$ cat config.mk
export PLATFORM = sky130hd
export DESIGN_NAME = csd_clock_select
export DESIGN_NICKNAME = d
export VERILOG_FILES = /design/src/logic/csd_pkg.sv /design/src/logic/csd_clock_select.sv
export VERILOG_INCLUDE_DIRS = /design/src /design/src/logic
export SDC_FILE = /design/constraint.sdc
export NUM_CORES = 1
export LEC_CHECK = 0
export BUFFER_PORTS_ARGS = -buffer_cell sky130_fd_sc_hd__buf_4
export CORE_MARGIN = 2
export CORE_UTILIZATION = 53
export DETAILED_ROUTE_END_ITERATION = 6
export GPL_TIMING_DRIVEN = 1
export PLACE_DENSITY = 0.76
export SLEW_MARGIN = 20
export SYNTH_ARGS = -nofsm -noshare
export SYNTH_HDL_FRONTEND = slang
export SYNTH_SLANG_ARGS = --single-unit
$ cat constraint.sdc
create_clock -name clk -period 4.1 [get_ports clk]
set_input_delay 0.41 -clock clk [delete_from_list [all_inputs] [get_ports clk]]
set_output_delay 0.41 -clock clk [all_outputs]
set_load 0.05 [all_outputs]
$ cat src/logic/csd_cfg.svh
// register offsets, field positions, reset values and codes for the clock select/divide block
// assumes: included by the top module by bare name
`ifndef CSD_CFG_SVH
`define CSD_CFG_SVH
`define CSD_OFS_SEL0      8'h10
`define CSD_OFS_SEL1      8'h14
`define CSD_OFS_DIV       8'h18
`define CSD_OFS_SEL2      8'h1C
`define CSD_OFS_FDIV      8'h24
`define CSD_OFS_PWR       8'h00
`define CSD_OFS_STAT      8'h0C
`define CSD_OFS_UNLOCK    8'h30
`define CSD_RST_SEL0      32'h0000003F
`define CSD_RST_SEL1      32'hAFFFFFFF
`define CSD_RST_SEL2      32'h000000EF
`define CSD_RST_ZERO      32'h00000000
`define CSD_KEY0          8'h59
`define CSD_KEY1          8'h16
`define CSD_KEY2          8'h88
`define CSD_SEL0_MASK     32'h0000003F
`define CSD_SEL1_MASK     32'hF300770F
`define CSD_SEL2_MASK     32'h0000003C
`define CSD_DIV_MASK      32'h00FF0F0F
`define CSD_FDIV_MASK     32'h0000001F
`define CSD_PWR_MASK      32'h00000003
`define CSD_WDT_DIV       11'h7FF
`define CSD_SW_FAIL_BIT   7
`endif

$ cat src/logic/csd_pkg.sv
// types shared by the clock select/divide block
// assumes: csd_cfg.svh on the include path
package csd_pkg;
  // enable strobes for each source, one-cycle pulses on clk
  typedef struct packed {
    logic fast_crystal;
    logic slow_crystal;
    logic fast_internal_oscillator;
    logic slow_internal_oscillator;
    logic ext_trigger;
  } csd_src_type;
  // stability flags of the oscillators
  typedef struct packed {
    logic crystal_stable;
    logic fast_irc_stable;
    logic slow_irc_stable;
  } csd_stable_type;
  // unlock sequence states
  typedef enum logic [1:0] {
    CSD_LOCKED = 2'b00,
    CSD_KEY1   = 2'b01,
    CSD_KEY2   = 2'b10,
    CSD_OPEN   = 2'b11
  } csd_lock_type;
endpackage : csd_pkg

$ cat src/logic/csd_clock_select.sv
// clock source selection and division: registers, lock, per-consumer clock enables
// assumes: one 40 MHz clk; every source clock arrives as a one-cycle enable pulse on clk,
// produced by logic on the same clock, so no synchroniser is needed on them
`include "csd_cfg.svh"

//Function
//- tick clock chosen by tick source field, or core clock while tick_clock_is_core is set
//- protected fields written only while unlocked
//- core clock source from core select field
//- pwm pairs 0 and 1 use core clock
//- pwm pair 2 uses core clock
//- serial clock crystal or fast oscillator
//- timers choose among five sources
//- converter clock source from two-bit field
//- watchdog clock protected, core/2048 option
//- divider input chosen by two-bit field
//- crystal code routes enabled crystal
//- converter clock divided by count plus one
//- serial clock divided by count plus one
//- core clock divided by count plus one
//- divider output runs only when enabled
//- divider output is input over 2^(n+1)
//- select registers reset to documented defaults
//- crystal enable field encodes four modes; here 01 and 11 both route the fast crystal
//- unstable switch target sets sticky fail flag
module csd_clock_select (
  // clock and reset
  input  wire logic                    clk,
  input  wire logic                    reset,
  // register port
  input  wire logic [7:0]              reg_addr,
  input  wire logic [31:0]             reg_wdata,
  input  wire logic                    reg_write,
  input  wire logic                    reg_read,
  output logic      [31:0]             reg_rdata,
  // source pulses and status
  input  wire csd_pkg::csd_src_type    src_tick,
  input  wire csd_pkg::csd_stable_type src_stable,
  input  wire logic                    tick_clock_is_core,
  // derived clock enables, divider output and crystal enable field
  output logic                         core_clk_en,
  output logic                         tick_clk_en,
  output logic                         pwm_pair0_clk_en,
  output logic                         pwm_pair1_clk_en,
  output logic                         pwm_pair2_clk_en,
  output logic                         serial_clk_en,
  output logic                         timer_a_clk_en,
  output logic                         timer_b_clk_en,
  output logic                         converter_clk_en,
  output logic                         watchdog_clk_en,
  output logic                         divider_out_reg,
  output logic [1:0]                   crystal_enable_field
);

  logic [31:0]           sel0_reg;
  logic [31:0]           sel1_reg;
  logic [31:0]           sel2_reg;
  logic [31:0]           div_reg;
  logic [31:0]           fdiv_reg;
  logic [1:0]            xtal_reg;
  logic                  fail_reg;
  csd_pkg::csd_lock_type lock_reg;
  logic                  wr_unlock;
  logic                  xtal_tick;
  logic                  xtal_stable;
  logic [31:0]           sel0_next;
  logic [31:0]           sel1_next;
  logic                  prot_write;
  logic                  bad_switch;

  assign wr_unlock  = reg_write && reg_addr == `CSD_OFS_UNLOCK;
  assign prot_write = reg_write && lock_reg == csd_pkg::CSD_OPEN;

  // unlock key sequence; any wrong byte relocks, a right sequence stays open until
  // the next write of any value, even a key byte, to the unlock address
  always_ff @(posedge clk) begin
    if (reset) begin
      lock_reg <= csd_pkg::CSD_LOCKED;
    end else if (wr_unlock) begin
      unique case (lock_reg)
        csd_pkg::CSD_LOCKED: lock_reg <= (reg_wdata[7:0] == `CSD_KEY0) ? csd_pkg::CSD_KEY1 : csd_pkg::CSD_LOCKED;
        csd_pkg::CSD_KEY1:   lock_reg <= (reg_wdata[7:0] == `CSD_KEY1) ? csd_pkg::CSD_KEY2 : csd_pkg::CSD_LOCKED;
        csd_pkg::CSD_KEY2:   lock_reg <= (reg_wdata[7:0] == `CSD_KEY2) ? csd_pkg::CSD_OPEN : csd_pkg::CSD_LOCKED;
        csd_pkg::CSD_OPEN:   lock_reg <= csd_pkg::CSD_LOCKED;
      endcase
    end
  end

  // protected fields keep their value unless the lock is open
  always_comb begin
    sel0_next = sel0_reg;
    sel1_next = sel1_reg;
    if (reg_write && reg_addr == `CSD_OFS_SEL0 && prot_write) begin
      sel0_next = reg_wdata & `CSD_SEL0_MASK;
    end
    if (reg_write && reg_addr == `CSD_OFS_SEL1) begin
      sel1_next = reg_wdata & `CSD_SEL1_MASK;
      if (!prot_write) begin
        sel1_next[1:0] = sel1_reg[1:0];
      end
    end
  end

  // switching to a source that is not stable is flagged
  always_comb begin
    bad_switch = 1'b0;
    if (sel0_next[2:0] != sel0_reg[2:0]) begin
      unique case (sel0_next[2:0])
        3'h0: bad_switch = !xtal_stable;
        3'h3: bad_switch = !src_stable.slow_irc_stable;
        3'h7: bad_switch = !src_stable.fast_irc_stable;
        default: bad_switch = 1'b0;
      endcase
    end
  end

  // register file writes; reset restores the default selections
  always_ff @(posedge clk) begin
    if (reset) begin
      sel0_reg <= `CSD_RST_SEL0;
      sel1_reg <= `CSD_RST_SEL1;
      sel2_reg <= `CSD_RST_SEL2;
      div_reg  <= `CSD_RST_ZERO;
      fdiv_reg <= `CSD_RST_ZERO;
      xtal_reg <= 2'h0;
    end else begin
      sel0_reg <= sel0_next;
      sel1_reg <= sel1_next;
      if (reg_write && reg_addr == `CSD_OFS_SEL2) sel2_reg <= reg_wdata & `CSD_SEL2_MASK;
      if (reg_write && reg_addr == `CSD_OFS_DIV) div_reg <= reg_wdata & `CSD_DIV_MASK;
      if (reg_write && reg_addr == `CSD_OFS_FDIV) fdiv_reg <= reg_wdata & `CSD_FDIV_MASK;
      if (reg_write && reg_addr == `CSD_OFS_PWR) xtal_reg <= reg_wdata[1:0];
    end
  end

  // sticky fail flag; a new failure wins over a clear in the same cycle
  always_ff @(posedge clk) begin
    if (reset) begin
      fail_reg <= 1'b0;
    end else if (bad_switch) begin
      fail_reg <= 1'b1;
    end else if (reg_write && reg_addr == `CSD_OFS_STAT && reg_wdata[`CSD_SW_FAIL_BIT]) begin
      fail_reg <= 1'b0;
    end
  end

  // crystal route: 01 and 11 use the fast pin, 10 the slow crystal, 00 nothing
  always_comb begin
    unique case (xtal_reg)
      2'h0: xtal_tick = 1'b0;
      2'h2: xtal_tick = src_tick.slow_crystal;
      default: xtal_tick = src_tick.fast_crystal;
    endcase
    xtal_stable = src_stable.crystal_stable && xtal_reg != 2'h0;
  end

  // read data one cycle after the strobe; unmapped reads return zero
  always_ff @(posedge clk) begin
    if (reset) begin
      reg_rdata <= `CSD_RST_ZERO;
    end else if (reg_read) begin
      unique case (reg_addr)
        `CSD_OFS_SEL0: reg_rdata <= sel0_reg;
        `CSD_OFS_SEL1: reg_rdata <= sel1_reg;
        `CSD_OFS_SEL2: reg_rdata <= sel2_reg;
        `CSD_OFS_DIV:  reg_rdata <= div_reg;
        `CSD_OFS_FDIV: reg_rdata <= fdiv_reg;
        `CSD_OFS_PWR:  reg_rdata <= {30'h0, xtal_reg};
        `CSD_OFS_STAT: reg_rdata <= {24'h0, fail_reg, 2'h0, src_stable.fast_irc_stable,
                                     src_stable.slow_irc_stable, 2'h0, xtal_stable};
        `CSD_OFS_UNLOCK: reg_rdata <= {31'h0, lock_reg == csd_pkg::CSD_OPEN};
        default:       reg_rdata <= `CSD_RST_ZERO;
      endcase
    end
  end

  // core source mux; reserved codes hold the last valid choice
  logic [1:0] core_src_reg;
  logic       core_src_tick;
  logic       core_raw;
  always_ff @(posedge clk) begin
    if (reset) begin
      core_src_reg <= 2'h2;
    end else begin
      unique case (sel0_reg[2:0])
        3'h0: core_src_reg <= 2'h0;
        3'h3: core_src_reg <= 2'h1;
        3'h7: core_src_reg <= 2'h2;
        default: core_src_reg <= core_src_reg;
      endcase
    end
  end
  always_comb begin
    unique case (core_src_reg)
      2'h0: core_src_tick = xtal_tick;
      2'h1: core_src_tick = src_tick.slow_internal_oscillator;
      default: core_src_tick = src_tick.fast_internal_oscillator;
    endcase
  end

  // counters share one form: count source pulses, reload the new count only on wrap
  localparam int NDIV = 3;
  logic [7:0] div_cnt_reg [NDIV];
  logic [7:0] div_lim_reg [NDIV];
  logic       div_in      [NDIV];
  logic [7:0] div_new     [NDIV];
  logic       div_hit     [NDIV];
  assign div_new[0] = {4'h0, div_reg[3:0]};
  assign div_new[1] = {4'h0, div_reg[11:8]};
  assign div_new[2] = div_reg[23:16];
  genvar gi;
  generate
    for (gi = 0; gi < NDIV; gi++) begin : g_div
      assign div_hit[gi] = div_in[gi] && div_cnt_reg[gi] == div_lim_reg[gi];
      always_ff @(posedge clk) begin
        if (reset) begin
          div_cnt_reg[gi] <= 8'h00;
          div_lim_reg[gi] <= 8'h00;
        end else if (div_hit[gi]) begin
          div_cnt_reg[gi] <= 8'h00;
          div_lim_reg[gi] <= div_new[gi];
        end else if (div_in[gi]) begin
          div_cnt_reg[gi] <= div_cnt_reg[gi] + 8'h01;
        end
      end
    end
  endgenerate
  assign div_in[0] = core_src_tick;
  assign core_raw  = div_hit[0];

  // serial, converter, watchdog, divider, tick and timer sources; reserved codes fall back to held choice
  logic [1:0] ser_src_reg;
  logic [1:0] adc_src_reg;
  logic [1:0] wdt_src_reg;
  logic [1:0] frq_src_reg;
  logic [1:0] tick_src_reg;
  logic [2:0] tma_src_reg;
  logic [2:0] tmb_src_reg;
  always_ff @(posedge clk) begin
    if (reset) begin
      ser_src_reg  <= 2'h2;
      adc_src_reg  <= 2'h3;
      wdt_src_reg  <= 2'h3;
      frq_src_reg  <= 2'h3;
      tick_src_reg <= 2'h3;
      tma_src_reg  <= 3'h7;
      tmb_src_reg  <= 3'h7;
    end else begin
      if (sel1_reg[25:24] != 2'h1 && sel1_reg[25:24] != 2'h3) ser_src_reg <= sel1_reg[25:24];
      if (sel1_reg[3:2] != 2'h1) adc_src_reg <= sel1_reg[3:2];
      if (sel1_reg[1:0] != 2'h1) wdt_src_reg <= sel1_reg[1:0];
      if (sel2_reg[3:2] != 2'h1) frq_src_reg <= sel2_reg[3:2];
      // tick codes 000,010,011,111 map to held choices 0,2,1,3; 1 is core/2, which
      // the top two code bits alone cannot tell apart from crystal/2 (code 010)
      if (sel0_reg[5:3] == 3'h0 || sel0_reg[5:3] == 3'h2 || sel0_reg[5:3] == 3'h3 ||
          sel0_reg[5:3] == 3'h7) begin
        tick_src_reg <= {sel0_reg[5] | (sel0_reg[4] & ~sel0_reg[3]), sel0_reg[3]};
      end
      if (sel1_reg[10:8] < 3'h4 || sel1_reg[10:8] == 3'h7) tma_src_reg <= sel1_reg[10:8];
      if (sel1_reg[14:12] < 3'h4 || sel1_reg[14:12] == 3'h7) tmb_src_reg <= sel1_reg[14:12];
    end
  end

  // shared five-way source pick: crystal, slow osc, core, trigger, fast osc
  function automatic logic pick(input logic [2:0] code, input logic xt, input logic core,
                                input csd_pkg::csd_src_type s);
    unique case (code)
      3'h0: pick = xt;
      3'h1: pick = s.slow_internal_oscillator;
      3'h2: pick = core;
      3'h3: pick = s.ext_trigger;
      default: pick = s.fast_internal_oscillator;
    endcase
  endfunction : pick

  assign div_in[1] = (ser_src_reg == 2'h0) ? xtal_tick : src_tick.fast_internal_oscillator;
  assign div_in[2] = pick({adc_src_reg == 2'h3, adc_src_reg[1] & ~adc_src_reg[0], 1'b0},
                          xtal_tick, core_raw, src_tick);

  // one halving stage for the tick source and core/2048 for the watchdog
  logic        half_in;
  logic        half_reg;
  logic [10:0] wdt_cnt_reg;
  always_comb begin
    unique case (tick_src_reg)
      2'h0, 2'h2: half_in = xtal_tick;
      2'h3: half_in = src_tick.fast_internal_oscillator;
      default: half_in = core_raw;
    endcase
  end
  always_ff @(posedge clk) begin
    if (reset) begin
      half_reg    <= 1'b0;
      wdt_cnt_reg <= 11'h000;
    end else begin
      if (half_in) half_reg <= ~half_reg;
      if (core_raw) wdt_cnt_reg <= wdt_cnt_reg + 11'h001;
    end
  end

  // frequency divider output: toggle at bit divider_output_select of a pulse counter, so the period is
  // 2^(divider_output_select+1) input pulses; counter and output cleared while disabled
  logic        frq_in;
  logic [15:0] frq_cnt_reg;
  logic        frq_hit;
  assign frq_in  = pick({frq_src_reg == 2'h3, frq_src_reg[1] & ~frq_src_reg[0], 1'b0},
                        xtal_tick, core_raw, src_tick);
  assign frq_hit = frq_in && ((frq_cnt_reg & ((16'h0001 << fdiv_reg[3:0]) - 16'h0001)) ==
                              ((16'h0001 << fdiv_reg[3:0]) - 16'h0001));
  always_ff @(posedge clk) begin
    if (reset || !fdiv_reg[4]) begin
      frq_cnt_reg     <= 16'h0000;
      divider_out_reg <= 1'b0;
    end else if (frq_in) begin
      frq_cnt_reg <= frq_cnt_reg + 16'h0001;
      if (frq_hit) divider_out_reg <= ~divider_out_reg;
    end
  end

  // all enables registered; pulse style keeps every edge whole through a switch
  always_ff @(posedge clk) begin
    if (reset) begin
      core_clk_en      <= 1'b0;
      tick_clk_en      <= 1'b0;
      pwm_pair0_clk_en <= 1'b0;
      pwm_pair1_clk_en <= 1'b0;
      pwm_pair2_clk_en <= 1'b0;
      serial_clk_en    <= 1'b0;
      timer_a_clk_en   <= 1'b0;
      timer_b_clk_en   <= 1'b0;
      converter_clk_en <= 1'b0;
      watchdog_clk_en  <= 1'b0;
    end else begin
      core_clk_en      <= core_raw;
      tick_clk_en      <= tick_clock_is_core ? core_raw :
                          ((tick_src_reg == 2'h0) ? xtal_tick : half_in && half_reg);
      pwm_pair0_clk_en <= core_raw;
      pwm_pair1_clk_en <= core_raw;
      pwm_pair2_clk_en <= core_raw;
      serial_clk_en    <= div_hit[1];
      timer_a_clk_en   <= pick(tma_src_reg, xtal_tick, core_raw, src_tick);
      timer_b_clk_en   <= pick(tmb_src_reg, xtal_tick, core_raw, src_tick);
      converter_clk_en <= div_hit[2];
      watchdog_clk_en  <= (wdt_src_reg == 2'h0) ? xtal_tick :
                          (wdt_src_reg == 2'h2) ? core_raw && wdt_cnt_reg == `CSD_WDT_DIV :
                          src_tick.slow_internal_oscillator;
    end
  end

  assign crystal_enable_field = xtal_reg;

  // a locked write must leave the watchdog field alone
  a_wdt_locked_hold: assert property (@(posedge clk) disable iff (reset)
    (reg_write && reg_addr == `CSD_OFS_SEL1 && lock_reg != csd_pkg::CSD_OPEN)
      |=> sel1_reg[1:0] == $past(sel1_reg[1:0]))
    else $error("watchdog field changed while locked");

  a_core_locked_hold: assert property (@(posedge clk) disable iff (reset)
    (reg_write && reg_addr == `CSD_OFS_SEL0 && lock_reg != csd_pkg::CSD_OPEN)
      |=> $stable(sel0_reg))
    else $error("core select changed while locked");

  a_fail_sticky: assert property (@(posedge clk) disable iff (reset)
    bad_switch |=> fail_reg)
    else $error("switch fail flag not set");

  a_divider_off: assert property (@(posedge clk) disable iff (reset)
    !fdiv_reg[4] |=> !divider_out_reg)
    else $error("divider output runs while disabled");

  a_core_period: assert property (@(posedge clk) disable iff (reset)
    core_raw |-> div_lim_reg[0] == $past(div_lim_reg[0]) || $past(div_hit[0]))
    else $error("core count reloaded mid period");

  a_reserved_core: assert property (@(posedge clk) disable iff (reset)
    (sel0_reg[2:0] == 3'h1) |=> $stable(core_src_reg))
    else $error("reserved code moved core source");

  a_pwm_follow: assert property (@(posedge clk) disable iff (reset)
    core_raw |=> pwm_pair0_clk_en && pwm_pair1_clk_en && pwm_pair2_clk_en && core_clk_en)
    else $error("pwm enables do not follow core clock");

  a_reset_sel1: assert property (@(posedge clk)
    reset |=> sel1_reg == `CSD_RST_SEL1 && sel2_reg == `CSD_RST_SEL2)
    else $error("select registers not at reset defaults");

endmodule : csd_clock_select

==> results.cfg, run 1 <==
[global_routing]
grt_pass1_vias = 6166
grt-ovfl-total = 0
grt_max_degree = 60
antenna_found_initial = 0
grtUsageTotal_pct = 23.7
grt_pass1_wl_mm = 31.6

[final_layout]
multiInputGateArea_um2 = 4110
area_growth_pct = 16.1
drive_above_1_share_pct = 14.8
nets = 1067
seq_area_um2 = 3940
fill_cells = 1364
largest_reg_flops = 30
diodes = 0

[cts]
max-clock-path-buffers = 2
clkTransAtPathRegs_ns = 0.07
clockRootBuffer = clkbuf_16
ctsResizeCount = 0
cts.sinks = 177
cts.htree.levels = 4
postCtsSetupBuffers = 0
tritoncts = yes
cts_hold_buf = 0
clk_latency_ns = 0.43
cts_inserted_buffers = 17

[sta]
rsz0062_at_grt = no
clock.fmax_mhz = 335
timing.final.crit_share_pct = 72.9
hold_viol_final = 0
period_needed_ns = 2.99
worstMarginPinSlew_ns = 0.788
finClkSkew_ns = 0.00901
slew_viol_final = 0
fin_ws_ns = 1.11
finalSetupViolations = 0
setup_tns_ns = 0
timing.slew.headroom_pct = 47.4

[yosys]
synth_top_area_share_pct = 32.7
synth-seq-cells = 177
yosysWarnings = 0
syn_inst = 950
postSynthAreaPerCell_um2 = 8.82
synth_area_leader_cell = dfxtp_1
synthTopCellsByArea = dfxtp_1 (33%), edfxtp_1 (14%), nand2_1 (4.9%)
synth_commonest_cells = dfxtp_1 (137), nand2_1 (110), a21oi_1 (80), nor2_1 (78), nand3_1 (69)
synthArstFlopShare_pct = 0
synthFlopType = dfxtp_1
synth_nets = 1009
synth_seq_area_share_pct = 47.1
synth.distinct_cells = 67
syn_area_um2 = 8380
synth_edf_count = 40
synth_most_common_cell = dfxtp_1

[detailed_routing]
first_pass_iters = 7
routedWlPerCell_um = 15.8
vias = 6997
route.detailed.drc = 0
via_per_inst = 5.68
drt-total-wl_mm = 19.5
drt_iter0_drc = 635
ant_nets = 0

[outcome]
status = finished, final reports clean

[worst_setup_path]
worstPathArrival_ns = 3.35
critical_path_class = register to register
reg2reg_to = divider_out_reg
reg2reg_depth = 9
worstPathRequired_ns = 4.46
endpoint_kind = register
r2r_start = fdiv_reg[3]
cp_max_fo = 17
r2r_slack_ns = 1.11
critical_path.startpoint_type = register

[worst_hold_path]
holdPathStages = 2
hp-start = reg_wdata[5]
hold_end = sel0_reg[5]
min_path_type = input pin to register

[die]
die_area_um2 = 16800
initial_utilization_pct = 54.7
die_h_um = 130
core-area_um2 = 15300
io_pins = 98
rows = 45
die_x_um = 130

[pwr]
p_total_w = 0.00369
p_per_area_nw_per_um2 = 379
p_leak_nw = 3.73
vdd_drop_max_v = 0.000304

[place]
gp_congestion = 0.914
dp_hpwl_mm = 13.4
port_buffers = 94
pre_cts_ws_ns = 1.16

[run]
drv_cap = 0
critical path, cell delays in order, from the launching register on:
cell and delay [ns]:
dfxtp_1 0.69, nor3_1 0.12, nand2_1 0.11, ha_1 0.45, xnor2_1 0.13, a41oi_1 0.27, o22ai_1 0.11, or4b_1 0.47
nor4_1 0.36, mux2i_1 0.22
layer usage:
metal	share of wire [%]	vias up	routed length [um]	GRT usage, %
met5	0	-	0	0
met4	1.1	0	210	6.01
met3	5.7	17	1110	5.58
met1	48	3272	9390	34.2
li1	-	3508	-	-
met2	45	200	8760	36.1
worst max-delay path by stage:
stage,slack (ns),cells past startpoint,from,to
after floorplan,1.14,5,crystal_enable_field[1],div_lim_reg[2][0]
after global placement,1.20,9,fdiv_reg[1],divider_out_reg
after detailed placement,1.16,9,fdiv_reg[3],divider_out_reg
after CTS,1.13,9,fdiv_reg[3],divider_out_reg
after global routing,0.89,9,fdiv_reg[3],divider_out_reg
final,1.11,9,fdiv_reg[3],divider_out_reg
final cells by class:
| type | instances | share of cell area [%] |
|---|---|---|
| Clock buffer | 18 | 4.52 |
| Clock inverter | 14 | 1.44 |
| Inverter | 18 | 0.695 |
| Multi-Input combinational cell | 693 | 42.3 |
| Sequential cell | 177 | 40.6 |
| Tap cell | 211 | 2.72 |
| Timing Repair Buffer | 101 | 7.80 |
layout by cell type (no fill, tap or decap), drive strengths merged, types with 8 or more instances in the layout:
| master | Yosys | layout |
|---|---|---|
| a211o | 12 | 12 |
| a211oi | 8 | 8 |
| a21oi | 80 | 80 |
| and2 | 21 | 21 |
| and3 | 17 | 17 |
| buf | 16 | 101 |
| clkbuf | 46 | 18 |
| dfxtp | 137 | 137 |
| edfxtp | 40 | 40 |
| inv | 18 | 28 |
| mux2i | 21 | 21 |
| nand2 | 112 | 112 |
| nand2b | 26 | 26 |
| nand3 | 69 | 69 |
| nand4 | 13 | 13 |
| nor2 | 81 | 81 |
| nor2b | 24 | 24 |
| nor3 | 13 | 13 |
| nor4 | 9 | 9 |
| o21ai | 29 | 29 |
| o31ai | 8 | 8 |
| or3 | 14 | 14 |
| or4 | 9 | 9 |
| xnor2 | 22 | 22 |
| xor2 | 18 | 18 |
kinds of logic (layout without fill, tap and decap cells):
group	Yosys count	after routing	share of synthesized area, %
compound gates	196	196	14.9
xor+xnor	40	40	4.18
mux	24	24	3.05
buf+inv	80	151	3.97
flops	177	177	47.1
simple gates	427	427	26.0
fa+ha+maj	6	6	0.896
power by group:
| part | total (W) | internal (W) | leakage, nW | switching (W) |
|---|---|---|---|---|
| sequential | 0.00184 | 0.00181 | 1.54 | 0.0000303 |
| clock | 0.00161 | 0.000875 | 0.289 | 0.000735 |
| combinational | 0.000231 | 0.0000904 | 1.90 | 0.000141 |
per-stage QoR:
| stage | hold slack [ns] | instance area [um^2] | instances | utilization (%) |
|---|---|---|---|---|
| floorplan | 0.410 | 8380 | 950 | - |
| detailed placement | 0.442 | 9140 | 1200 | 59.7 |
| CTS | 0.206 | 9720 | 1232 | 63.5 |
| global route | 0.212 | 9720 | 1232 | 63.5 |
| global placement | 0.417 | 9140 | 1200 | 59.7 |
| finish | 0.218 | 9720 | 1232 | 63.5 |
Power figures use the tool's default switching activity.
==> run 2, diff against run 1 <==
- clock period: 4.1 -> 2.9 ns (I/O delays scaled with it)
==> run 2 against run 1 <==
  * Count of clock-buffer cells in the layout increased by 4
  * First-iteration DRC count increased by 9.9%
  * Cell count increased by 0.89%
  * Sequential share of layout area decreased by 0.46 points
  * Power grew 43%
  * Sequential power increased by 42%
  * Clock skew down 0.0021 ns
  * Combinational power increased by 44%
  * Worst hold slack got worse by 0.12 ns
  * Via count up 1.6%
  * Register-to-register slack got worse by 0.83 ns
  * Critical path type unchanged
==> results.cfg, run 2 (synthesis gave the netlist of run 1 again) <==
[outcome]
status = finished, final reports clean

[final_layout]
fill_cells = 1356
diodes = 0
largest_reg_flops = 30
instances_no_fill = 1243
drive_above_1_share_pct = 15.6
mostFrequentLayoutCells = dfxtp_1 (137), buf_4 (112), nand2_1 (110)
nets = 1078
area_growth_pct = 17.4
mostFrequentLayoutCell = dfxtp_1

[sta]
whs_ns = 0.0962
rsz0062_at_grt = no
finClkSkew_ns = 0.00693
timing.slew.headroom_pct = 45.4
finalSetupViolations = 0
clock.fmax_mhz = 382
period_needed_ns = 2.62
setup_tns_ns = 0
slew_viol_final = 0
hold_viol_final = 0
timing.final.crit_share_pct = 90.3
worstMarginPinSlew_ns = 0.819
fin_ws_ns = 0.282

[detailed_routing]
wl_met2_mm = 8.85
via_per_inst = 5.72
top_layer = met4
route.detailed.drc = 0
first_pass_iters = 5
drt_iter0_drc = 698
routedWlPerCell_um = 15.9
drt-total-wl_mm = 19.8
met1_length_mm = 9.52
wl_met3_mm = 1.14
vias = 7106
ant_nets = 0

[place]
dp.cells = 1211
dp_hpwl_mm = 13.9
port_buffers = 94
pre_cts_ws_ns = 0.215
gp_congestion = 0.890

[cts]
max-clock-path-buffers = 2
cts.sinks = 177
clkTransAtPathRegs_ns = 0.06
clockRootBuffer = clkbuf_16
cts_inserted_buffers = 17
tritoncts = yes
clk_latency_ns = 0.43
cts.htree.levels = 4

[worst_setup_path]
r2r_slack_ns = 0.28
critical_path_class = register to register
endpoint_kind = register
critical_path.startpoint_type = register
worstPathRequired_ns = 3.26
worstPathArrival_ns = 2.98
cp_max_fo = 9

[die]
rows = 45
core-area_um2 = 15300
initial_utilization_pct = 54.7
die_x_um = 130
die_h_um = 130
io_pins = 98
die_area_um2 = 16800

[run]
drv_cap = 0

[global_routing]
grt_pass1_vias = 6555
grt_pass1_wl_mm = 32.4
antenna_found_initial = 0
grt-ovfl-total = 0
grtUsageTotal_pct = 24.3
grt_max_degree = 54

[worst_hold_path]
min_path_type = input pin to register

[pwr]
p_leak_nw = 3.80
vdd_drop_max_v = 0.000415
p_per_area_nw_per_um2 = 536
==> run 2: cell types whose count changed in the layout (fill, tap and decap cells not counted), sizes merged <==
cell | previous run | this run
bufinv | 1 | 3
clkbuf | 18 | 22
clkinvlp | 1 | 0
buf | 101 | 112
inv | 28 | 20
clkinv | 2 | 5
==> run 2: layer usage <==
layer,global-route usage [%],vias to the layer above
li1,-,3519
met1,34.6,3341
met2,37.2,221
met3,5.21,25
met4,7.97,0
met5,0,-
==> run 2: path summary, 6_finish.rpt <==
kind,start,end,depth (start not counted)
setup / recovery,fdiv_reg[1],divider_out_reg,9
hold / removal,reg_wdata[25],sel1_reg[25],3
setup reg to reg,fdiv_reg[1],divider_out_reg,9
hold reg to reg,ser_src_reg[0],ser_src_reg[0],2
==> run 2: layout make-up <==
class,count,area (um^2),share of cell area [%]
flip-flops and latches,177,3940,40.1
multi-input cells,693,4120,41.9
clock inverters,10,131,1.34
inverters,18,67.6,0.687
repair buffers,112,841,8.55
well taps,211,264,2.68
clock buffers,22,464,4.72
==> run 2: where the power goes <==
part / total [W] / switching (W) / internal [W]
Sequential: 0.00261 / 0.0000439 / 0.00257
Clock: 0.00233 / 0.000934 / 0.00140
Combinational: 0.000332 / 0.000202 / 0.000130
==> run 2: metrics by stage <==
| stage | util, % | power (W) | area, um^2 |
|---|---|---|---|
| 2_1_floorplan | - | 0.00286 | 8390 |
| 4_1_cts | 64.2 | 0.00529 | 9830 |
| 5_1_grt | 64.2 | 0.00544 | 9830 |
| 3_5_place_dp | 60.3 | 0.00299 | 9230 |
| 6_report | 64.2 | 0.00527 | 9830 |
| 3_3_place_gp | 60.3 | 0.00298 | 9230 |
==> run 2: timing repair <==
item | in CTS | in global routing
hold buffers | 0 | 0
resized for setup | 0 | 1
endpoints found under the setup margin | 0 | 1
buffers inserted | 0 | 0
==> run 2: worst max-delay path, cell delays in order, from the launching register on <==
cell and delay [ns]:
dfxtp_1 0.31, nor3_2 0.22, nand2_1 0.08, ha_1 0.31
nand2b_1 0.15, a31oi_1 0.10, or3_1 0.31, or4b_1 0.52
nor4_1 0.34, mux2i_1 0.21
